### src/logic/sfs_pkg.sv
package sfs_pkg;

	// Timing figures and the clock rate they are counted at.
	localparam int unsigned CLK_MHZ         = 250;
	localparam int unsigned LONG_WINDOW_MS  = 200;
	localparam int unsigned RESET_DELAY_US  = 2000;
	localparam int unsigned SHORT_FILTER_US = 4000;

	localparam int unsigned LONG_WINDOW_CYCLES  = LONG_WINDOW_MS * 1000 * CLK_MHZ;
	localparam int unsigned RESET_DELAY_CYCLES  = RESET_DELAY_US * CLK_MHZ;
	localparam int unsigned SHORT_FILTER_CYCLES = SHORT_FILTER_US * CLK_MHZ;

	// Blanking of the second regulator undervoltage flag after its enable changes.
	localparam logic [15:0] SECOND_SETTLE_CYCLES = 16'h00FF;

	// Undervoltage events that force fail-safe mode.
	localparam logic [2:0] UV_FAILSAFE_COUNT = 3'h4;

	// Register indices on the plain register port.
	localparam logic [3:0] REG_CTRL_MODE   = 4'h0;
	localparam logic [3:0] REG_SUPPLY_CTRL = 4'h1;
	localparam logic [3:0] REG_HS_CTRL     = 4'h2;
	localparam logic [3:0] REG_STATUS_A    = 4'h3;
	localparam logic [3:0] REG_STATUS_B    = 4'h4;

	// Mode control register fields.
	localparam int MODE_REQ_LSB     = 0;
	localparam int SOFT_RESET_BIT   = 3;
	localparam int FAIL_RELEASE_BIT = 4;

	// Supply control register fields.
	localparam int BUS_WAKE_WD_EN_BIT = 0;
	localparam int KEEPON_BIT         = 1;
	localparam int STOP_KEEPON_BIT    = 2;
	localparam int OV_RST_EN_BIT      = 3;
	localparam int SECOND_EN_BIT      = 4;
	localparam int THIRD_EN_BIT       = 5;
	localparam logic [15:0] SUPPLY_CTRL_RESET = 16'h0001;
	localparam logic [15:0] SUPPLY_CTRL_MASK  = 16'h003F;

	// Flag positions; 0 to 15 read at STATUS_A, 16 to 31 at STATUS_B.
	localparam int F_POR       = 0;
	localparam int F_BAT_UV    = 1;
	localparam int F_HS_UV     = 2;
	localparam int F_HS_OV     = 3;
	localparam int F_WARN      = 4;
	localparam int F_MAIN_UV   = 5;
	localparam int F_UV_FS     = 6;
	localparam int F_MAIN_OV   = 7;
	localparam int F_SHORT     = 8;
	localparam int F_FAILURE   = 9;
	localparam int F_SECOND_UV = 10;
	localparam int F_CAN_UV    = 11;
	localparam int F_THERMAL   = 12;
	localparam int F_SECOND_OT = 13;
	localparam int F_THIRD_OT  = 14;
	localparam int F_HS_FAULT  = 16;
	localparam int F_LIN_ONE_FAIL_STATUS = 20;
	localparam int F_LIN_TWO_FAIL_STATUS = 22;
	localparam int F_CAN_FAIL  = 24;
	localparam int F_WAKE      = 26;
	localparam int F_WAKE_PIN  = 29;

	typedef enum logic [2:0] {
		MODE_INIT     = 3'h0,
		MODE_NORMAL   = 3'h1,
		MODE_STOP     = 3'h2,
		MODE_SLEEP    = 3'h3,
		MODE_RESTART  = 3'h4,
		MODE_FAILSAFE = 3'h5
	} mode_t;

	// Comparator, temperature detector, wake and strap levels from the analog side.
	typedef struct packed {
		logic       cfg_setting;
		logic       load_share;
		logic       battery_por_ok;
		logic       battery_uv;
		logic       highside_uv;
		logic       highside_ov;
		logic       main_warn;
		logic       main_uv;
		logic       main_ov;
		logic       second_reg_uv;
		logic       can_supply_uv;
		logic       ot_second_reg;
		logic       ot_third_reg;
		logic       ot_can;
		logic [1:0] ot_lin;
		logic [3:0] ot_highside;
		logic       wake_can;
		logic [1:0] wake_lin;
		logic       wake_pin;
	} sense_t;

endpackage

### src/logic/level_sync.sv
`timescale 1ns/1ns
module level_sync #(
	parameter int WIDTH = 1
) (
	// Clock and reset.
	input  wire logic             i_core_clk,
	input  wire logic             i_rst_n,
	// Asynchronous levels in, synchronised levels out.
	input  wire logic [WIDTH-1:0] i_async,
	output logic      [WIDTH-1:0] o_sync
);

	logic [WIDTH-1:0] stage;

	always_ff @(posedge i_core_clk or negedge i_rst_n) begin
		if (!i_rst_n) begin
			stage  <= '0;
			o_sync <= '0;
		end else begin
			stage  <= i_async;
			o_sync <= stage;
		end
	end

endmodule // level_sync

### src/logic/supply_fault_supervisor.sv
`timescale 1ns/1ns
// How it works
// Bus wake in stop mode restarts watchdog with long window when enable is set.
// Bus-wake watchdog enable bit is writable only in normal mode.
// Bus wake raises interrupt and pulls waking transceiver receive line low.
// Host serves watchdog after long window; re-disable needs normal mode.
// Power-on sets flag, loads defaults, holds reset until supply good and delay.
// Battery below power-on level resets everything; restart in init mode.
// Battery undervoltage flags, drops third regulator, suspends short protection.
// High-side undervoltage disables LIN and sets its flag.
// High-side overvoltage only sets its flag.
// Main supply prewarning only sets the warning flag.
// Main undervoltage pulls reset low, sets flag, enters restart; not in sleep.
// Count undervoltage events in init, normal, stop; halt on battery low in normal.
// Fourth undervoltage event enters fail-safe and sets its flag.
// Counter clears on undervoltage fail-safe entry, flag clear, or soft reset.
// Main overvoltage checked in init and normal; flag always set.
// Overvoltage reset: restart and self-clear, or fail-safe, by configuration.
// Host clears overvoltage reset enable before commanding stop mode.
// Main supply low past short filter: short, failure, supply off, fail-safe.
// Load sharing transistor off on battery low or in stop unless kept on.
// Second regulator and CAN supply undervoltage flags are sticky; the second regulator flag is blanked at switching.
// First-level overtemperature switches off the affected stage, sets thermal flag.
// Hot regulators and high-side switches turn off and clear enables; the third keeps its enable under load sharing.
// Hot transmitter disabled, receiver kept, fail status 01, auto re-enable.
// Long open window lasts 200 ms.
// All analog inputs pass a two-stage synchroniser first.
// Flags clear by write only when their condition has gone.
module supply_fault_supervisor #(
	parameter int unsigned LONG_WINDOW_CYCLES  = sfs_pkg::LONG_WINDOW_CYCLES,
	parameter int unsigned RESET_DELAY_CYCLES  = sfs_pkg::RESET_DELAY_CYCLES,
	parameter int unsigned SHORT_FILTER_CYCLES = sfs_pkg::SHORT_FILTER_CYCLES
) (
	// Clock and reset.
	input  wire logic            i_core_clk,
	input  wire logic            i_rst_n,
	// Analog comparators, temperature detectors, wake inputs and straps.
	input  wire sfs_pkg::sense_t i_sense,
	// Register port.
	input  wire logic [3:0]      i_addr,
	input  wire logic [15:0]     i_wdata,
	input  wire logic            i_wr,
	input  wire logic            i_rd,
	output logic [15:0]          o_rdata,
	// Mode, reset output, fail outputs, watchdog start and long window.
	output sfs_pkg::mode_t       o_mode,
	output logic                 o_reset_output_n,
	output logic                 o_fail_outputs,
	output logic                 o_watchdog_restart,
	output logic                 o_long_window,
	// Supply enables.
	output logic                 o_main_supply_en,
	output logic                 o_second_reg_en,
	output logic                 o_third_reg_en,
	output logic [3:0]           o_highside_en,
	// Transceivers and wake signalling.
	output logic [1:0]           o_lin_tx_en,
	output logic [1:0]           o_lin_rx_en,
	output logic                 o_can_tx_en,
	output logic [2:0]           o_rxd_wake_low,
	output logic                 o_wake_int
);

	sfs_pkg::sense_t s;
	sfs_pkg::sense_t p;
	sfs_pkg::mode_t  mode;
	sfs_pkg::mode_t  next_mode;
	sfs_pkg::mode_t  req_mode;

	logic        reset_out;
	logic        main_en;
	logic        lw_active;
	logic [15:0] supply_ctrl;
	logic [3:0]  hs_ctrl;
	logic        second_en_d;
	logic [15:0] settle_cnt;
	logic [2:0]  uv_cnt;
	logic [31:0] rd_cnt;
	logic [31:0] sc_cnt;
	logic [31:0] lw_cnt;
	logic [31:0] flag;
	logic [31:0] set;
	logic [31:0] cond;
	logic [31:0] clr;

	logic       por_lost;
	logic       por_rise;
	logic       powered;
	logic       supplied;
	logic       uv_event;
	logic       uv_count;
	logic       uv_fs_trip;
	logic       uv_clear;
	logic       ov_trip;
	logic       ov_act;
	logic       short_run;
	logic       short_trip;
	logic       release_now;
	logic [2:0] bus_wake_rise;
	logic       pin_wake_rise;
	logic       any_wake;
	logic       bus_wake;
	logic       wd_start;
	logic       ctrl_wr;
	logic       host_mode;
	logic       soft_reset;
	logic       supply_wr;
	logic       hs_wr;
	logic       hs_ot;
	logic       second_ot;
	logic       third_ot;

	level_sync #(
		.WIDTH($bits(sfs_pkg::sense_t))
	) u_sense_sync (
		.i_core_clk(i_core_clk),
		.i_rst_n   (i_rst_n),
		.i_async   (i_sense),
		.o_sync    (s)
	);

	always_ff @(posedge i_core_clk or negedge i_rst_n) begin
		if (!i_rst_n) begin
			p <= '0;
		end else begin
			p <= s;
		end
	end

	assign por_lost      = !s.battery_por_ok;
	assign por_rise      = s.battery_por_ok & !p.battery_por_ok;
	assign powered       = (mode == sfs_pkg::MODE_INIT) | (mode == sfs_pkg::MODE_NORMAL) | (mode == sfs_pkg::MODE_STOP);
	assign supplied      = main_en & (mode != sfs_pkg::MODE_SLEEP) & (mode != sfs_pkg::MODE_FAILSAFE);
	assign bus_wake_rise = {s.wake_lin & ~p.wake_lin, s.wake_can & !p.wake_can};
	assign pin_wake_rise = s.wake_pin & !p.wake_pin;
	assign any_wake      = (|bus_wake_rise) | pin_wake_rise;
	assign req_mode      = sfs_pkg::mode_t'(i_wdata[sfs_pkg::MODE_REQ_LSB +: 3]);
	assign ctrl_wr       = i_wr & (i_addr == sfs_pkg::REG_CTRL_MODE);
	assign supply_wr     = i_wr & (i_addr == sfs_pkg::REG_SUPPLY_CTRL);
	assign hs_wr         = i_wr & (i_addr == sfs_pkg::REG_HS_CTRL);
	assign host_mode     = ctrl_wr & powered;
	assign soft_reset    = ctrl_wr & i_wdata[sfs_pkg::SOFT_RESET_BIT]
		& ((mode == sfs_pkg::MODE_NORMAL) | (mode == sfs_pkg::MODE_STOP));

	// Undervoltage is only seen while the main supply is meant to be up.
	assign uv_event   = s.main_uv & !p.main_uv & supplied;
	assign uv_count   = uv_event & powered & !((mode == sfs_pkg::MODE_NORMAL) & s.battery_uv);
	assign uv_fs_trip = uv_count & (uv_cnt == sfs_pkg::UV_FAILSAFE_COUNT - 3'h1);
	assign uv_clear   = clr[sfs_pkg::F_MAIN_UV] & !cond[sfs_pkg::F_MAIN_UV] & !set[sfs_pkg::F_MAIN_UV];

	assign ov_trip = s.main_ov & !p.main_ov & ((mode == sfs_pkg::MODE_INIT) | (mode == sfs_pkg::MODE_NORMAL));
	assign ov_act  = ov_trip & supply_ctrl[sfs_pkg::OV_RST_EN_BIT];

	// Short protection rests while the battery is under its undervoltage level.
	assign short_run  = s.main_uv & supplied & !s.battery_uv;
	assign short_trip = short_run & (sc_cnt == SHORT_FILTER_CYCLES - 1);

	assign release_now = !reset_out & main_en & !s.main_uv
		& ((mode == sfs_pkg::MODE_INIT) | (mode == sfs_pkg::MODE_RESTART))
		& (rd_cnt == RESET_DELAY_CYCLES - 1);

	assign bus_wake = (mode == sfs_pkg::MODE_STOP) & supply_ctrl[sfs_pkg::BUS_WAKE_WD_EN_BIT] & (|bus_wake_rise);
	assign wd_start = release_now | bus_wake | ((mode == sfs_pkg::MODE_STOP) & (next_mode == sfs_pkg::MODE_NORMAL));

	// Thermal shutdown acts only on stages that are switched on.
	assign second_ot = s.ot_second_reg & supply_ctrl[sfs_pkg::SECOND_EN_BIT];
	assign third_ot  = s.ot_third_reg & supply_ctrl[sfs_pkg::THIRD_EN_BIT];
	assign hs_ot     = |(s.ot_highside & hs_ctrl);

	always_comb begin
		next_mode = mode;
		if (por_lost) begin
			next_mode = sfs_pkg::MODE_INIT;
		end else if (short_trip | uv_fs_trip) begin
			next_mode = sfs_pkg::MODE_FAILSAFE;
		end else if (ov_act) begin
			next_mode = s.cfg_setting ? sfs_pkg::MODE_RESTART : sfs_pkg::MODE_FAILSAFE;
		end else if (uv_event) begin
			next_mode = sfs_pkg::MODE_RESTART;
		end else begin
			case (mode)
				sfs_pkg::MODE_RESTART: begin
					if (release_now) begin
						next_mode = sfs_pkg::MODE_NORMAL;
					end
				end
				sfs_pkg::MODE_SLEEP, sfs_pkg::MODE_FAILSAFE: begin
					if (any_wake) begin
						next_mode = sfs_pkg::MODE_RESTART;
					end
				end
				default: begin
					if (host_mode & ((req_mode == sfs_pkg::MODE_NORMAL) | (req_mode == sfs_pkg::MODE_STOP)
						| (req_mode == sfs_pkg::MODE_SLEEP))) begin
						next_mode = req_mode;
					end
				end
			endcase
		end
	end

	// Mode and reset output.
	always_ff @(posedge i_core_clk or negedge i_rst_n) begin
		if (!i_rst_n) begin
			mode      <= sfs_pkg::MODE_INIT;
			reset_out <= 1'b0;
		end else begin
			mode <= next_mode;
			if (por_lost | (next_mode == sfs_pkg::MODE_RESTART) | (next_mode == sfs_pkg::MODE_FAILSAFE)
				| (next_mode == sfs_pkg::MODE_SLEEP)) begin
				reset_out <= 1'b0;
			end else if (release_now) begin
				reset_out <= 1'b1;
			end
		end
	end

	// Main supply switch.
	always_ff @(posedge i_core_clk or negedge i_rst_n) begin
		if (!i_rst_n) begin
			main_en <= 1'b1;
		end else if (por_lost) begin
			main_en <= 1'b1;
		end else if (short_trip | (next_mode == sfs_pkg::MODE_SLEEP)) begin
			main_en <= 1'b0;
		end else if (((mode == sfs_pkg::MODE_SLEEP) | (mode == sfs_pkg::MODE_FAILSAFE)) & any_wake) begin
			main_en <= 1'b1;
		end
	end

	// Fail outputs stay active until the host releases them in normal mode.
	always_ff @(posedge i_core_clk or negedge i_rst_n) begin
		if (!i_rst_n) begin
			o_fail_outputs <= 1'b0;
		end else if (por_lost) begin
			o_fail_outputs <= 1'b0;
		end else if (short_trip | ov_act) begin
			o_fail_outputs <= 1'b1;
		end else if (ctrl_wr & i_wdata[sfs_pkg::FAIL_RELEASE_BIT] & (mode == sfs_pkg::MODE_NORMAL)) begin
			o_fail_outputs <= 1'b0;
		end
	end

	// Reset delay and short filter timers.
	always_ff @(posedge i_core_clk or negedge i_rst_n) begin
		if (!i_rst_n) begin
			rd_cnt <= 32'h0;
			sc_cnt <= 32'h0;
		end else begin
			if (!reset_out & main_en & !s.main_uv & !release_now & !por_lost
				& ((mode == sfs_pkg::MODE_INIT) | (mode == sfs_pkg::MODE_RESTART))) begin
				rd_cnt <= rd_cnt + 32'h1;
			end else begin
				rd_cnt <= 32'h0;
			end
			if (short_run & !short_trip & !por_lost) begin
				sc_cnt <= sc_cnt + 32'h1;
			end else begin
				sc_cnt <= 32'h0;
			end
		end
	end

	// Long open window of the watchdog.
	always_ff @(posedge i_core_clk or negedge i_rst_n) begin
		if (!i_rst_n) begin
			lw_cnt             <= 32'h0;
			lw_active          <= 1'b0;
			o_watchdog_restart <= 1'b0;
		end else begin
			o_watchdog_restart <= wd_start & !por_lost;
			if (por_lost) begin
				lw_cnt    <= 32'h0;
				lw_active <= 1'b0;
			end else if (wd_start) begin
				lw_cnt    <= 32'h0;
				lw_active <= 1'b1;
			end else if (lw_active) begin
				if (lw_cnt == LONG_WINDOW_CYCLES - 1) begin
					lw_active <= 1'b0;
				end else begin
					lw_cnt <= lw_cnt + 32'h1;
				end
			end
		end
	end

	// Undervoltage event counter.
	always_ff @(posedge i_core_clk or negedge i_rst_n) begin
		if (!i_rst_n) begin
			uv_cnt <= 3'h0;
		end else if (por_lost | uv_fs_trip | uv_clear | soft_reset) begin
			uv_cnt <= 3'h0;
		end else if (uv_count) begin
			uv_cnt <= uv_cnt + 3'h1;
		end
	end

	// Supply control register; hardware clears win over a write in the same cycle.
	always_ff @(posedge i_core_clk or negedge i_rst_n) begin
		if (!i_rst_n) begin
			supply_ctrl <= sfs_pkg::SUPPLY_CTRL_RESET;
		end else if (por_lost | soft_reset) begin
			supply_ctrl <= sfs_pkg::SUPPLY_CTRL_RESET;
		end else begin
			if (supply_wr) begin
				supply_ctrl <= i_wdata & sfs_pkg::SUPPLY_CTRL_MASK;
				if (mode != sfs_pkg::MODE_NORMAL) begin
					supply_ctrl[sfs_pkg::BUS_WAKE_WD_EN_BIT] <= supply_ctrl[sfs_pkg::BUS_WAKE_WD_EN_BIT];
				end
			end
			if (ov_act & s.cfg_setting) begin
				supply_ctrl[sfs_pkg::OV_RST_EN_BIT] <= 1'b0;
			end
			if (second_ot) begin
				supply_ctrl[sfs_pkg::SECOND_EN_BIT] <= 1'b0;
			end
			if (third_ot & !s.load_share) begin
				supply_ctrl[sfs_pkg::THIRD_EN_BIT] <= 1'b0;
			end
		end
	end

	// High-side control; any hot switch that is switched on turns all of them off.
	always_ff @(posedge i_core_clk or negedge i_rst_n) begin
		if (!i_rst_n) begin
			hs_ctrl <= 4'h0;
		end else if (por_lost | soft_reset | hs_ot) begin
			hs_ctrl <= 4'h0;
		end else if (hs_wr) begin
			hs_ctrl <= i_wdata[3:0];
		end
	end

	// Blanking of the second regulator undervoltage flag around switching.
	always_ff @(posedge i_core_clk or negedge i_rst_n) begin
		if (!i_rst_n) begin
			second_en_d <= 1'b0;
			settle_cnt  <= 16'h0;
		end else begin
			second_en_d <= supply_ctrl[sfs_pkg::SECOND_EN_BIT];
			if (second_en_d != supply_ctrl[sfs_pkg::SECOND_EN_BIT]) begin
				settle_cnt <= 16'h0;
			end else if (settle_cnt != sfs_pkg::SECOND_SETTLE_CYCLES) begin
				settle_cnt <= settle_cnt + 16'h1;
			end
		end
	end

	always_comb begin
		set                           = '0;
		set[sfs_pkg::F_POR]           = por_rise;
		set[sfs_pkg::F_BAT_UV]        = s.battery_uv;
		set[sfs_pkg::F_HS_UV]         = s.highside_uv;
		set[sfs_pkg::F_HS_OV]         = s.highside_ov;
		set[sfs_pkg::F_WARN]          = s.main_warn & supplied;
		set[sfs_pkg::F_MAIN_UV]       = uv_event;
		set[sfs_pkg::F_UV_FS]         = uv_fs_trip;
		set[sfs_pkg::F_MAIN_OV]       = ov_trip;
		set[sfs_pkg::F_SHORT]         = short_trip;
		set[sfs_pkg::F_FAILURE]       = short_trip;
		set[sfs_pkg::F_SECOND_UV]     = s.second_reg_uv & supply_ctrl[sfs_pkg::SECOND_EN_BIT]
			& second_en_d & (settle_cnt == sfs_pkg::SECOND_SETTLE_CYCLES);
		set[sfs_pkg::F_CAN_UV]        = s.can_supply_uv;
		set[sfs_pkg::F_THERMAL]       = second_ot | third_ot | hs_ot | s.ot_can | (|s.ot_lin);
		set[sfs_pkg::F_SECOND_OT]     = second_ot;
		set[sfs_pkg::F_THIRD_OT]      = third_ot;
		set[sfs_pkg::F_HS_FAULT +: 4] = s.ot_highside & {4{hs_ot}};
		set[sfs_pkg::F_LIN_ONE_FAIL_STATUS]     = s.ot_lin[0];
		set[sfs_pkg::F_LIN_TWO_FAIL_STATUS]     = s.ot_lin[1];
		set[sfs_pkg::F_CAN_FAIL]      = s.ot_can;
		set[sfs_pkg::F_WAKE +: 3]     = bus_wake_rise;
		set[sfs_pkg::F_WAKE_PIN]      = pin_wake_rise;
	end

	always_comb begin
		cond                           = '0;
		cond[sfs_pkg::F_BAT_UV]        = s.battery_uv;
		cond[sfs_pkg::F_HS_UV]         = s.highside_uv;
		cond[sfs_pkg::F_HS_OV]         = s.highside_ov;
		cond[sfs_pkg::F_WARN]          = s.main_warn;
		cond[sfs_pkg::F_MAIN_UV]       = s.main_uv;
		cond[sfs_pkg::F_MAIN_OV]       = s.main_ov;
		cond[sfs_pkg::F_SECOND_UV]     = s.second_reg_uv;
		cond[sfs_pkg::F_CAN_UV]        = s.can_supply_uv;
		cond[sfs_pkg::F_THERMAL]       = s.ot_second_reg | s.ot_third_reg | s.ot_can | (|s.ot_lin) | (|s.ot_highside);
		cond[sfs_pkg::F_SECOND_OT]     = s.ot_second_reg;
		cond[sfs_pkg::F_THIRD_OT]      = s.ot_third_reg;
		cond[sfs_pkg::F_HS_FAULT +: 4] = s.ot_highside;
		cond[sfs_pkg::F_LIN_ONE_FAIL_STATUS]     = s.ot_lin[0];
		cond[sfs_pkg::F_LIN_TWO_FAIL_STATUS]     = s.ot_lin[1];
		cond[sfs_pkg::F_CAN_FAIL]      = s.ot_can;
	end

	always_comb begin
		clr = '0;
		if (i_wr & (i_addr == sfs_pkg::REG_STATUS_A)) begin
			clr[15:0] = i_wdata;
		end else if (i_wr & (i_addr == sfs_pkg::REG_STATUS_B)) begin
			clr[31:16] = i_wdata;
		end
	end

	// A set in the clearing cycle wins; a clear while the cause persists is ignored.
	for (genvar b = 0; b < 32; b++) begin : g_flag
		always_ff @(posedge i_core_clk or negedge i_rst_n) begin
			if (!i_rst_n) begin
				flag[b] <= 1'b0;
			end else if (por_lost) begin
				flag[b] <= 1'b0;
			end else begin
				flag[b] <= set[b] | (flag[b] & !(clr[b] & !cond[b]));
			end
		end
	end

	// Supply and transceiver enables, wake signalling.
	always_ff @(posedge i_core_clk or negedge i_rst_n) begin
		if (!i_rst_n) begin
			o_second_reg_en <= 1'b0;
			o_third_reg_en  <= 1'b0;
			o_highside_en   <= 4'h0;
			o_lin_tx_en     <= 2'h0;
			o_lin_rx_en     <= 2'h0;
			o_can_tx_en     <= 1'b0;
			o_rxd_wake_low  <= 3'h0;
			o_wake_int      <= 1'b0;
		end else begin
			o_second_reg_en <= supply_ctrl[sfs_pkg::SECOND_EN_BIT];
			o_third_reg_en  <= supply_ctrl[sfs_pkg::THIRD_EN_BIT]
				& !(s.battery_uv & !supply_ctrl[sfs_pkg::KEEPON_BIT])
				& !(s.load_share & (mode == sfs_pkg::MODE_STOP) & !supply_ctrl[sfs_pkg::STOP_KEEPON_BIT])
				& !(s.load_share & s.ot_third_reg);
			o_highside_en   <= hs_ctrl;
			o_lin_tx_en     <= {2{!s.highside_uv}} & ~s.ot_lin;
			o_lin_rx_en     <= {2{!s.highside_uv}};
			o_can_tx_en     <= !s.ot_can;
			o_rxd_wake_low  <= flag[sfs_pkg::F_WAKE +: 3];
			o_wake_int      <= |flag[sfs_pkg::F_WAKE +: 4];
		end
	end

	// Read data stand for one cycle after the read strobe.
	always_ff @(posedge i_core_clk or negedge i_rst_n) begin
		if (!i_rst_n) begin
			o_rdata <= 16'h0;
		end else if (!i_rd) begin
			o_rdata <= 16'h0;
		end else if (i_addr == sfs_pkg::REG_CTRL_MODE) begin
			o_rdata <= {11'h0, o_fail_outputs, 1'b0, mode};
		end else if (i_addr == sfs_pkg::REG_SUPPLY_CTRL) begin
			o_rdata <= supply_ctrl;
		end else if (i_addr == sfs_pkg::REG_HS_CTRL) begin
			o_rdata <= {12'h0, hs_ctrl};
		end else if (i_addr == sfs_pkg::REG_STATUS_A) begin
			o_rdata <= flag[15:0];
		end else if (i_addr == sfs_pkg::REG_STATUS_B) begin
			o_rdata <= flag[31:16];
		end else begin
			o_rdata <= 16'h0;
		end
	end

	assign o_mode           = mode;
	assign o_reset_output_n = reset_out;
	assign o_long_window    = lw_active;
	assign o_main_supply_en = main_en;

endmodule // supply_fault_supervisor

### config.mk
export PLATFORM = sky130hd
export DESIGN_NAME = supply_fault_supervisor
export DESIGN_NICKNAME = d
export VERILOG_FILES = /design/src/logic/sfs_pkg.sv /design/src/logic/level_sync.sv /design/src/logic/supply_fault_supervisor.sv
export SDC_FILE = /design/constraint.sdc
export NUM_CORES = 1
export LEC_CHECK = 0
export BUFFER_PORTS_ARGS = -buffer_cell sky130_fd_sc_hd__buf_4
export CAP_MARGIN = 20
export CORE_ASPECT_RATIO = 0.7
export CORE_MARGIN = 4
export CORE_UTILIZATION = 62
export DETAILED_ROUTE_END_ITERATION = 7
export PLACE_DENSITY = 0.82
export REMOVE_ABC_BUFFERS = 1
export SYNTH_ARGS = -nofsm -noshare
export SYNTH_HDL_FRONTEND = slang
export SYNTH_HIERARCHICAL = 1
export SYNTH_SLANG_ARGS = --single-unit
### constraint.sdc
create_clock -name i_core_clk -period 4.96 [get_ports i_core_clk]
set_input_delay 0.992 -clock i_core_clk [delete_from_list [all_inputs] [get_ports i_core_clk]]
set_output_delay 0.992 -clock i_core_clk [all_outputs]
set_load 0.05 [all_outputs]
======== Word-level counts from Yosys, hierarchy flattened ========
Cells that the tools add are included.
word-level totals
  register bits ........................... 260
  input port bits ......................... 48
  output and inout port bits .............. 39
  word-level logic and storage cells ...... 436
operators by class
  $add $sub $neg .......................... 5
  eq/ne operators ......................... 31
  mux-type cells .......................... 80
  bitwise logic cells ..................... 169
  reductions and logical operators ........ 85
operators by type and width
  kind                   count
  $mux 16                13
  $mux 32                6
  $and 1x1->1            108
  $add 32x1->32 const B  3
  $logic_not 1->1        67
  $or 1x1->1             55
  $mux 1                 49
  $eq 32x19->1 const B   1
  $eq 32x20->1 const B   1
  $eq 32x26->1 const B   1
  $mux 3                 9
  $eq 3x2->1 const B     6
  $add 16x1->16 const B  1
  $eq 16x8->1 const B    1
  $ne 16x8->1 const B    1
  $ne 3x3->1 const B     5
  $eq 3x3->1 const B     4
  $reduce_or 4->1        3
  $reduce_bool 2->1      5
  $eq 3x1->1 const B     3
  $reduce_bool 3->1      3
  $and 4x4->4            2
  $eq 4x2->1 const B     2
  $mux 4                 2
  other kinds (15)       19

======== Depth between registers and ports, before layout ========
Gate-level depths: netlist (run 1).
  depth after elaboration ................. 16
  depth in mapped cells ................... 9
  gate-level depth less buffers ........... 7

======== Hierarchy ========
Netlist (run 1), hierarchy kept.
by module, submodules not included
  module                   times used  cells an instance  area an instance (µm²)  sequential area each (µm²)
  supply_fault_supervisor  1           983                9690.5                  5057.4
  level_sync               1           48                 1201.2                  1201.2

======== Worst setup path before layout (run 1) ========
No wires, ideal clock.
  kind .................................... in2reg
  start point ............................. input port i_addr[1]
  end point ............................... register lw_cnt[22]
  library setup time ...................... 119 ps
  arrival time ............................ 2654 ps
  data required time ...................... 4841 ps
  path slack .............................. 2187 ps
  cell stages on the path ................. 7
  buffers on the path ..................... 1
  cell sequence ........................... nor4_4 nand4_1 a221o_1 and4_1 o311ai_4 buf_6 nor2_2
between the ends
  longest elaborated chain between the ends .. 15
  elaborated cells on any way between the ends .. 18
  those cells by class .................... 3 x eq/ne; 8 x mux; 5 x bitwise; 2 x reduce/logical
ends and longest elaborated chain
  what                                                          line                            source
  start: declaration                                            supply_fault_supervisor.sv:40   input wire logic [3:0] i_addr,
  $logic_not 4->1 (*)                                           supply_fault_supervisor.sv:138  assign ctrl_wr = i_wr & (i_addr == sfs_pkg::REG_CTRL_MODE);
  $and 1x1->1 (*)                                               supply_fault_supervisor.sv:138
  $and 1x1->1 (*)                                               supply_fault_supervisor.sv:141  assign host_mode = ctrl_wr & powered;
  $and 1x1->1 (*)                                               supply_fault_supervisor.sv:193  if (host_mode & ((req_mode == sfs_pkg::MODE_NORMAL) | (req_mode == sfs_pkg::MODE_STOP)
  $mux 3 (*)                                                    supply_fault_supervisor.sv:193
  $pmux 3 s2 (*)                                                supply_fault_supervisor.sv:181  case (mode)
  $mux 3 (*)                                                    supply_fault_supervisor.sv:178  end else if (uv_event) begin
  $mux 3 (*)                                                    supply_fault_supervisor.sv:176  end else if (ov_act) begin
  $mux 3 (*)                                                    supply_fault_supervisor.sv:174  end else if (short_trip | uv_fs_trip) begin
  $mux 3 (*)                                                    supply_fault_supervisor.sv:172  if (por_lost) begin
  $eq 3x1->1 (*)                                                supply_fault_supervisor.sv:163  assign wd_start = release_now | bus_wake | ((mode == sfs_pkg::MODE_STOP) & (next_mode == sfs_pkg::MODE_NORMAL) ...
  $and 1x1->1 (*)                                               supply_fault_supervisor.sv:163
  $or 1x1->1 (*)                                                supply_fault_supervisor.sv:163
  $ne 3x3->1 (no source line) or $mux 32 (tied branches)        --
  $reduce_and 2->1 (no source line) or $mux 32 (tied branches)  --
  end signal: assignment                                        supply_fault_supervisor.sv:282  lw_cnt <= lw_cnt + 32'h1;
  end: declaration                                              supply_fault_supervisor.sv:80   logic [31:0] lw_cnt;
Every way passes the cells marked *; elsewhere a longest branch is shown, timed or not.
A chain may end at the register's enable or synchronous reset.

======== Final worst setup path (run 1) ========
  start point ............................. register mode[1], in the netlist o_mode[1]
  end point ............................... register lw_cnt[0]
between the ends
  longest elaborated chain between the ends .. 16
  elaborated cells on any way between the ends .. 49
  those cells by class .................... 10 x eq/ne; 10 x mux; 25 x bitwise; 4 x reduce/logical
ends and longest elaborated chain
  what                                                          line                                                            source
  start: declaration                                            supply_fault_supervisor.sv:66                                   sfs_pkg::mode_t mode;
  start signal: assignment                                      supply_fault_supervisor.sv:205                                  mode <= sfs_pkg::MODE_INIT;
  start signal: assignment                                      supply_fault_supervisor.sv:208                                  mode <= next_mode;
  $eq 3x1->1 or $logic_not 3->1 (tied branches)                 --
  $or 1x1->1                                                    supply_fault_supervisor.sv:132, supply_fault_supervisor.sv:151
  $or 1x1->1                                                    supply_fault_supervisor.sv:132                                  assign powered = (mode == sfs_pkg::MODE_INIT) | (mode == sfs_pkg::MODE_NORMAL) | (mode == sfs_pkg::MODE_STOP);
  $and 1x1->1                                                   supply_fault_supervisor.sv:141
  $and 1x1->1                                                   supply_fault_supervisor.sv:193
  $mux 3                                                        supply_fault_supervisor.sv:193
  $pmux 3 s2                                                    supply_fault_supervisor.sv:181
  $mux 3                                                        supply_fault_supervisor.sv:178
  $mux 3                                                        supply_fault_supervisor.sv:176
  $mux 3                                                        supply_fault_supervisor.sv:174
  $mux 3                                                        supply_fault_supervisor.sv:172
  $eq 3x1->1                                                    supply_fault_supervisor.sv:163
  $and 1x1->1                                                   supply_fault_supervisor.sv:163
  $or 1x1->1 (*)                                                supply_fault_supervisor.sv:163
  $ne 3x3->1 (no source line) or $mux 32 (tied branches)        --
  $reduce_and 2->1 (no source line) or $mux 32 (tied branches)  --
Marked as above.

==> run_results.csv, run 1 <==
group,metric,value,unit
clock_tree,clock_sinks,250,
grt,overflow,0,
grt,grtUsageTotal,25.1,%
timing,timing.fmax,328,MHz
worst_setup_path,cp-start-kind,"register",
place,placed_cells,1321,
worst_setup_path,cp-startpoint,"o_mode[1]",
drt,vias_per_cell,5.97,
yosys,synth_cells,1031,
clock_tree,cts_tree,"yes",
timing,grt_setup_unrepaired,"no",
worst_setup_path,r2r_slack,1.91,ns
clock_tree,cts_buffer_depth,3,
drt,drc,0,
die,dieWidth,166,um
power,power.switching,1.03,mW
power,power.total,4.36,mW
clock_tree,cts_resized,0,
clock_tree,holdBufCountCts,0,
die,die_h,119,um
worst_setup_path,worst-path-stages,7,
drt,dr_total_vias,8155,
worst_setup_path,crit_arrival,3.42,ns
timing,final-setup-viol-count,0,
timing,period_share,61.5,%
yosys,synth-seq-cells,250,
worst_setup_path,reg2reg_from,"o_mode[1]",
power,intPower,3.33,mW
final_layout,diodes,0,
worst_setup_path,critPathTopFamily,"compound AO/OA/AOI/OAI gates",
timing,period_minus_slack,3.05,ns
final_layout,fin_cells,1367,
timing,skew,0.0123,ns
timing,maxSlewViolCount,0,
place,io_buffers,86,
drt,first_pass_iters,7,
die,start_util,63.3,%
power,vdd_drop_max,0.000260,V
place,routabilityCongestion,0.887,
power,power-per-cell-area,347,nW/um^2
worst_setup_path,path_cells,"xor2_2 -> a2111oi_2 -> nor2_1 -> and4_1 -> o311ai_4 -> buf_4 -> nor2_1",
grt,first_global_vias,7921,
grt,antenna_found_initial,0,
yosys,ys_async_sr_fraction,100,%
grt,grt_pass1_wl,41000,um
drt,wirelength,24500,um
clock_tree,cts_max_level,1,
worst_setup_path,worst-setup-path-type,"register to register",
flow_run,max_cap_violations,0,
power,p_clk_share,43.0,%
final_layout,syn2layout_area_growth,15.6,%
timing,fin_ws,1.91,ns
timing,worst_pin_slew,1.04,ns
clock_tree,cts_root_buffer,"clkbuf_16",
worst_setup_path,crit_end,"lw_cnt[0]",
outcome,status,"completed",
timing,finalHoldViolCount,0,
die,ios,87,
yosys,synthFlopType,"dfrtp_1",
final_layout,finalNetCount,1172,
power,power_frac_seq,49.8,%
worst_setup_path,crit_path_end_kind,"register",
clock_tree,postCtsSetupRepairBufs,0,
yosys,synth_edf_count,0,
worst_setup_path,crit_slowest_cell,"dfrtp_1",
yosys,synth.distinct_cells,65,
place,dp_hpwl,16200,um
final_layout,final_cell_mix,"248 x dfrtp_1, 150 x nor2_1, 93 x buf_4, 74 x nand2_1, 74 x xor2_1",
clock_tree,clkLatencyLatePin,0.51,ns
worst_setup_path,max_stage_delay,0.75,ns
die,dieArea,19800,sq um
power,switching_share,23.6,%
yosys,yosys_warnings,6,
place,preCtsSetupSlack,1.60,ns
worst_setup_path,critPathMostFrequentCell,"nor2_1",
final_layout,drive_above_1_share,15.5,%
timing,slew_headroom,29.7,%
hold_path,hp-class,"register to register",
worst_setup_path,required,5.33,ns
yosys,synth_area,10900,sq um
die,num_rows,40,
clock_tree,cts_buffers,24,
timing,fin_setup_tns,0,ns
power,leakage,5.59,nW
drt,wl_per_cell,17.9,um
worst_setup_path,r2r-end,"lw_cnt[0]",
drt,drt_iter0_drc,887,
timing,timing.hold.ws,0.346,ns
die,coreArea,17200,sq um
clock_tree,clk_pin_slew,0.06,ns
power,combPwrFrac,7.2,%
grt,grt_max_degree,135,
yosys,syn_area_per_cell,10.6,sq um
drt,ant_nets,0,
final_layout,final_common_cell,"dfrtp_1",
yosys,yosysSeqAreaShare,57.5,%
worst_setup_path,path_buf_inv,1,
worst_setup_path,r2r_cells,7,
worst_setup_path,cp_max_fo,32,
[synthesized netlist by cell type, types with 3 or more instances]
cell,number,area share [%]
dfrtp_1,248,57
xnor2_1,28,2.3
nand3b_1,7,0.48
inv_1,16,0.55
and2_1,10,0.57
a31oi_1,5,0.29
or4_1,6,0.41
o31ai_1,4,0.28
a21oi_1,46,2.1
a22oi_1,18,1.2
or3_1,6,0.34
mux2_2,3,0.31
nor4_1,16,0.92
nand3_1,58,2.7
ha_1,6,0.69
and4_1,14,1.1
nand4_1,34,2.0
nor4b_1,8,0.64
nand2b_1,9,0.52
nor2b_1,9,0.52
o21ai_0,17,0.78
nor3_1,20,0.92
xor2_1,74,6.0
buf_6,4,0.41
nand2_1,74,2.6
buf_2,3,0.14
nor2_2,30,1.7
mux2i_1,8,0.74
nor2_1,150,5.2
clkbuf_1,27,0.93
and3_1,29,1.7
[metal layers]
metal / global-route usage [%] / routed length [um] / share of wire (%) / up-vias
met5: 0 / 0 / 0 / -
met4: 5.93 / 515 / 2.1 / 0
met3: 5.34 / 2290 / 9.4 / 45
met2: 36.7 / 10800 / 44 / 391
met1: 38.9 / 10900 / 44 / 3932
li1: - / - / - / 3787
[power by group through the flow]
stage | combinational, mW | sequential [mW] | clock [mW]
after CTS | 0.312 | 2.17 | 1.91
final | 0.314 | 2.17 | 1.88
after global placement | 0.300 | 2.21 | 0
after floorplan | 0.136 | 2.22 | 0
after global routing | 0.347 | 2.18 | 2.00
after detailed placement | 0.309 | 2.21 | 0
[worst register-to-register path: stages, from the launching register on]
cell and delay [ns]:
dfrtp_1 0.75, xor2_2 0.21, a2111oi_2 0.70, nor2_1 0.15, and4_1 0.27, o311ai_4 0.25, buf_4 0.48, nor2_1 0.11
[through the flow]
step | util [%] | area (sq um)
2_1_floorplan | - | 10700
3_3_place_gp | 68.2 | 11700
3_5_place_dp | 68.2 | 11700
4_1_cts | 72.9 | 12600
5_1_grt | 73.1 | 12600
6_report | 73.1 | 12600
[worst min path at each step]
stage / start / end / cells after the start
final: u_sense_sync/stage[23] / u_sense_sync/o_sync[23] / 0
after global routing: u_sense_sync/stage[2] / u_sense_sync/o_sync[2] / 0
after CTS: u_sense_sync/stage[20] / u_sense_sync/o_sync[20] / 0
after detailed placement: u_sense_sync/stage[20] / u_sense_sync/o_sync[20] / 0
after global placement: u_sense_sync/stage[19] / u_sense_sync/o_sync[19] / 0
after floorplan: u_sense_sync/stage[0] / u_sense_sync/o_sync[0] / 0
[area by class of cell]
cell class	count	area, sq um
fillers	1183	4620
clock inverters	10	135
inverters	16	60.1
clock buffers	34	679
well taps	231	289
flip-flops and latches	250	6260
repair buffers	96	761
multi-input cells	730	4410
[logic make-up after synthesis]
kind of cell    Yosys count  synth area share (%)
compound gates          116                  7.00
xor+xnor                103                  8.35
fa+ha+maj                 6                 0.689
buf+inv                  51                  2.10
flops                   250                  57.5
mux                      11                  1.05
simple gates            494                  23.4
[registers in the layout, indices dropped and copies added (netlist names), 2 cells and up]
| name | flops |
|---|---|
| flag | 32 |
| lw_cnt | 32 |
| rd_cnt | 32 |
| sc_cnt | 32 |
| u_sense_sync/o_sync | 24 |
| u_sense_sync/stage | 24 |
| o_rdata | 16 |
| settle_cnt | 16 |
| p | 7 |
| supply_ctrl | 6 |
| hs_ctrl | 4 |
| o_highside_en | 4 |
| o_mode | 3 |
| o_rxd_wake_low | 3 |
| uv_cnt | 3 |
| o_lin_tx_en | 2 |
Power figures use the tool's default switching activity.
==> run 2: changes to the inputs <==
--- a/config.mk
+++ b/config.mk
@@ -9,9 +9,9 @@
 export CAP_MARGIN = 20
 export CORE_ASPECT_RATIO = 0.7
 export CORE_MARGIN = 4
-export CORE_UTILIZATION = 62
+export CORE_UTILIZATION = 60
 export DETAILED_ROUTE_END_ITERATION = 7
-export PLACE_DENSITY = 0.82
+export PLACE_DENSITY = 0.8
 export REMOVE_ABC_BUFFERS = 1
 export SYNTH_ARGS = -nofsm -noshare
 export SYNTH_HDL_FRONTEND = slang
==> constraint.sdc (replaced) <==
create_clock -name i_core_clk -period 3.2 [get_ports i_core_clk]
set_input_delay 0.64 -clock i_core_clk [delete_from_list [all_inputs] [get_ports i_core_clk]]
set_output_delay 0.64 -clock i_core_clk [all_outputs]
set_load 0.05 [all_outputs]
==> run_results.csv, run 2 (synthesized netlist as in run 1, its figures left out) <==
group,metric,value,unit
final_layout,diodes,0,
power,combPwrFrac,7.5,%
die,num_rows,40,
power,switching_share,23.0,%
clock_tree,clock_sinks,250,
power,intPower,5.20,mW
power,power.switching,1.56,mW
drt,wl_per_cell,17.8,um
timing,period_minus_slack,2.75,ns
drt,ant_nets,0,
outcome,status,"completed",
power,power_frac_seq,49.8,%
clock_tree,postCtsSetupRepairBufs,0,
clock_tree,cts_root_buffer,"clkbuf_16",
die,start_util,62.4,%
worst_setup_path,path_cells,"xor2_2 -> a2111oi_2 -> nor2_1 -> and4_1 -> o311ai_4 -> buf_12 -> nor2_1",
drt,vias_per_cell,5.92,
timing,grt_setup_unrepaired,"no",
drt,drc,0,
worst_setup_path,crit_slowest_cell,"dfrtp_1",
timing,worst_pin_slew,0.784,ns
final_layout,fin_cells,1370,
worst_setup_path,crit_arrival,3.14,ns
worst_setup_path,critPathMostFrequentCell,"nor2_1",
clock_tree,cts_max_level,1,
final_layout,drive_above_1_share,15.9,%
grt,grt_max_degree,76,
clock_tree,holdBufCountCts,0,
clock_tree,cts_resized,0,
timing,fin_setup_tns,0,ns
die,die_h,121,um
die,ios,87,
timing,final-setup-viol-count,0,
timing,maxSlewViolCount,0,
clock_tree,clk_pin_slew,0.07,ns
die,coreArea,17500,sq um
die,dieWidth,169,um
worst_setup_path,required,3.59,ns
worst_setup_path,worst-setup-path-type,"register to register",
worst_setup_path,crit_path_end_kind,"register",
grt,grtUsageTotal,24.5,%
hold_path,hp-class,"input port to async pin",
timing,timing.fmax,364,MHz
final_layout,finalNetCount,1178,
worst_setup_path,cp_max_fo,32,
place,routabilityCongestion,0.921,
final_layout,final_common_cell,"dfrtp_1",
clock_tree,cts_buffers,23,
drt,drt_iter0_drc,744,
timing,finalHoldViolCount,0,
grt,overflow,0,
flow_run,max_cap_violations,0,
clock_tree,cts_tree,"yes",
place,dp_hpwl,16800,um
grt,antenna_found_initial,0,
timing,period_share,85.9,%
final_layout,final_cell_mix,"248 x dfrtp_1, 150 x nor2_1, 99 x buf_4, 74 x nand2_1, 74 x xor2_1",
place,placed_cells,1329,
final_layout,syn2layout_area_growth,16.0,%
drt,first_pass_iters,5,
power,p_clk_share,42.8,%
worst_setup_path,path_buf_inv,1,
power,power-per-cell-area,535,nW/um^2
place,io_buffers,86,
die,dieArea,20400,sq um
timing,slew_headroom,47.7,%
drt,dr_total_vias,8105,
power,leakage,5.62,nW
clock_tree,cts_buffer_depth,3,
worst_setup_path,max_stage_delay,0.68,ns
power,vdd_drop_max,0.000410,V
drt,wirelength,24500,um
clock_tree,clkLatencyLatePin,0.50,ns
worst_setup_path,cp-start-kind,"register",
worst_setup_path,critPathTopFamily,"compound AO/OA/AOI/OAI gates",
grt,first_global_vias,7993,
timing,skew,0.0106,ns
grt,grt_pass1_wl,41000,um
run 2: final timing paths:
| path | start | end | slack [ns] | depth (start not counted) |
|---|---|---|---|---|
| worst max-delay path | o_mode[2] | lw_cnt[1] | 0.45 | 7 |
| worst min-delay path | i_rst_n | settle_cnt[6] | 0.11 | 1 |
| worst max register to register | o_mode[2] | lw_cnt[1] | 0.45 | 7 |
| worst min register to register | u_sense_sync/stage[14] | u_sense_sync/o_sync[14] | 0.35 | 0 |
| max in group asynchronous | i_rst_n | lw_cnt[9] | 2.30 | 2 |
| min in group i_core_clk | i_sense[19] | u_sense_sync/stage[19] | 0.24 | 1 |
run 2: area by class of cell:
class / instances / area (sq um)
Sequential cell: 250 / 6260
Multi-Input combinational cell: 730 / 4410
Fill cell: 1205 / 4830
Inverter: 16 / 60.1
Clock inverter: 7 / 135
Clock buffer: 33 / 663
Tap cell: 231 / 289
Timing Repair Buffer: 103 / 818
run 2: worst reg2reg max path, delay by kind of cell, from the launching register on:
| kind | cells | cell delay [ns] |
|---|---|---|
| buffers and inverters | 1 | 0.27 |
| AOI/OAI and AO/OA | 2 | 0.98 |
| xor gates and xnor gates | 1 | 0.19 |
| and+or+nand+nor | 3 | 0.53 |
| DFF | 1 | 0.68 |
run 2: metal layers:
| metal | global-route usage [%] | wire (um) | vias to the layer above |
|---|---|---|---|
| met5 | 0 | 0 | - |
| met4 | 4.52 | 417 | 0 |
| met3 | 4.87 | 1790 | 43 |
| met2 | 37.5 | 10900 | 294 |
| met1 | 37.1 | 11400 | 3983 |
| li1 | - | - | 3785 |
run 2: power by group through the flow:
stage               sequential [mW]  clock (mW)  combinational (mW)
detailed placement             3.41           0               0.500
finish                         3.36        2.89               0.505
floorplan                      3.44           0               0.211
CTS                            3.36        2.93               0.506
global route                   3.37        3.07               0.551
global placement               3.41           0               0.491
run 2: stage by stage:
stage                     util (%)  hold WS (ns)  worst slack (ns)  power (mW)  instance area [sq um]
final                         72.3         0.108             0.451        6.75                  12600
after CTS                     72.3         0.121             0.508        6.80                  12600
after floorplan                  -         0.331            -0.232        3.65                  10700
after global placement        67.7         0.334             0.443        3.90                  11800
after global routing          72.3         0.150             0.348        6.99                  12600
after detailed placement      67.7         0.335             0.407        3.91                  11800
==> run 3: changes to the inputs <==
--- a/config.mk
+++ b/config.mk
@@ -9,9 +9,9 @@
 export CAP_MARGIN = 20
 export CORE_ASPECT_RATIO = 0.7
 export CORE_MARGIN = 4
-export CORE_UTILIZATION = 60
+export CORE_UTILIZATION = 54
 export DETAILED_ROUTE_END_ITERATION = 7
-export PLACE_DENSITY = 0.8
+export PLACE_DENSITY = 0.76
 export REMOVE_ABC_BUFFERS = 1
 export SYNTH_ARGS = -nofsm -noshare
 export SYNTH_HDL_FRONTEND = slang
==> constraint.sdc (replaced) <==
create_clock -name i_core_clk -period 2.5 [get_ports i_core_clk]
set_input_delay 0.5 -clock i_core_clk [delete_from_list [all_inputs] [get_ports i_core_clk]]
set_output_delay 0.5 -clock i_core_clk [all_outputs]
set_load 0.05 [all_outputs]
==> run_results.csv, run 3 (synthesized netlist as in run 1, its figures left out) <==
group,metric,value,unit
outcome,status,"completed",
clock_tree,clkLatencyLatePin,0.53,ns
final_layout,final_common_cell,"dfrtp_1",
clock_tree,cts_root_buffer,"clkbuf_16",
timing,fin_ws,0.109,ns
drt,drt_iter0_drc,760,
grt,antenna_found_initial,0,
drt,met2WireLength,11300,um
timing,final-setup-viol-count,0,
worst_setup_path,r2r_cells,9,
power,combPwrFrac,7.9,%
power,leakage,6.00,nW
final_layout,finalNetCount,1232,
power,intPower,7.11,mW
place,placed_cells,1411,
timing,timing.hold.ws,0.0716,ns
power,power.total,9.25,mW
die,num_rows,43,
final_layout,finish.utilization,67.9,%
power,power_frac_seq,46.5,%
grt,grtUsageTotal,22.4,%
grt,first_global_vias,8113,
worst_setup_path,required,2.95,ns
timing,skew,0.0170,ns
place,routabilityCongestion,0.897,
final_layout,multi_input_area,4550,sq um
clock_tree,cts_max_level,1,
timing,grt_setup_unrepaired,"no",
grt,grt_max_degree,74,
timing,maxSlewViolCount,0,
clock_tree,cts_buffers,24,
final_layout,syn2layout_area_growth,23.4,%
final_layout,fill_cells,1501,
clock_tree,clock_sinks,250,
grt,grt_pass1_wl,41200,um
final_layout,regArea,6260,sq um
worst_setup_path,crit_arrival,2.84,ns
drt,ant_nets,0,
worst_setup_path,crit_path_end_kind,"register",
hold_path,holdPathStages,1,
timing,fin_setup_tns,0,ns
timing,finalHoldViolCount,0,
drt,wl_met3,2020,um
clock_tree,clk_pin_slew,0.07,ns
drt,wirelength,25400,um
place,placed_area,12200,sq um
final_layout,fin_cells,1466,
drt,first_pass_iters,5,
drt,dr_total_vias,8238,
place,io_buffers,86,
final_layout,stdcell_area,13400,sq um
hold_path,hp-class,"input port to register",
timing,timing.fmax,418,MHz
timing,worst_pin_slew,0.708,ns
die,dieArea,22500,sq um
place,dp_hpwl,17200,um
timing,period_minus_slack,2.39,ns
drt,vias_per_cell,5.62,
worst_setup_path,cp_max_fo,8,
worst_setup_path,cp-start-kind,"register",
power,switching_share,23.2,%
power,p_clk_share,45.6,%
final_layout,final_cell_mix,"244 x dfrtp_1, 150 x nor2_1, 144 x buf_4, 74 x nand2_1, 74 x xor2_1",
die,ios,87,
final_layout,drive_above_1_share,22.0,%
drt,wl_per_cell,17.4,um
drt,drt-met1-wl,11600,um
grt,overflow,0,
power,power-per-cell-area,688,nW/um^2
final_layout,diodes,0,
die,start_util,55.0,%
power,power.switching,2.14,mW
timing,slew_headroom,52.2,%
clock_tree,cts_buffer_depth,3,
die,coreArea,19800,sq um
place,preCtsSetupSlack,-0.0438,ns
drt,highest_layer,"met4",
flow_run,max_cap_violations,0,
die,die_h,127,um
timing,period_share,95.7,%
clock_tree,cts_tree,"yes",
drt,drc,0,
die,dieWidth,178,um
power,vdd_drop_max,0.000486,V
worst_setup_path,worst-setup-path-type,"register to register",
-- run 3: changes by cell type in the layout (fill, tap and decap cells not counted), sizes merged --
cell | previous run | this run
buf | 103 | 153
clkinvlp | 0 | 5
bufinv | 4 | 7
clkinv | 3 | 1
dlygate4sd3 | 0 | 1
-- run 3: layout make-up --
class	instances	area share (%)
well taps	270	2.51
clock buffers	31	5.04
inverters	16	0.447
clock inverters	13	1.88
multi-input cells	730	33.9
repair buffers	156	9.66
flip-flops and latches	250	46.6
-- run 3: per-layer routing --
layer / vias up / GRT usage (%)
met4: 0 / 5.73
met5: - / 0
li1: 3887 / -
met2: 286 / 33.3
met1: 4022 / 34.5
met3: 43 / 4.05
-- run 3: timing repair --
item                                   4_1_cts  5_1_grt
hold buffers                                 1        0
setup buffers                                0        7
resized for setup                            2       30
endpoints found under the hold margin       68        0
setup endpoints to repair                   33       34
gates cloned                                 0        3
pin swaps                                    0        3
-- run 3: final timing paths --
| check | slack, ns | to | from |
|---|---|---|---|
| min in group asynchronous | 0.53 | sc_cnt[13] | i_rst_n |
| max in group asynchronous | 1.16 | o_rdata[10] | i_rst_n |
| setup reg to reg | 0.11 | lw_cnt[18] | sc_cnt[7] |
| hold / removal | 0.07 | u_sense_sync/stage[12] | i_sense[12] |
| setup / recovery | 0.11 | lw_cnt[18] | sc_cnt[7] |
| hold reg to reg | 0.34 | u_sense_sync/o_sync[23] | u_sense_sync/stage[23] |
-- run 3: power groups by stage --
stage / logic [mW] / clock network [mW] / registers (mW)
floorplan: 0.271 / 0 / 4.41
global placement: 0.665 / 0 / 4.36
detailed placement: 0.680 / 0 / 4.37
CTS: 0.689 / 4.28 / 4.29
global route: 0.796 / 4.46 / 4.31
finish: 0.732 / 4.22 / 4.30
-- run 3: critical path: stages (launching register included) --
cell       delay (ns)
dfrtp_1          0.41
or4b_4           0.56
nor4_4           0.26
buf_4            0.16
and4_4           0.24
or4_4            0.15
o311ai_4         0.11
buf_12           0.18
clkbuf_16        0.16
nor2_2           0.10
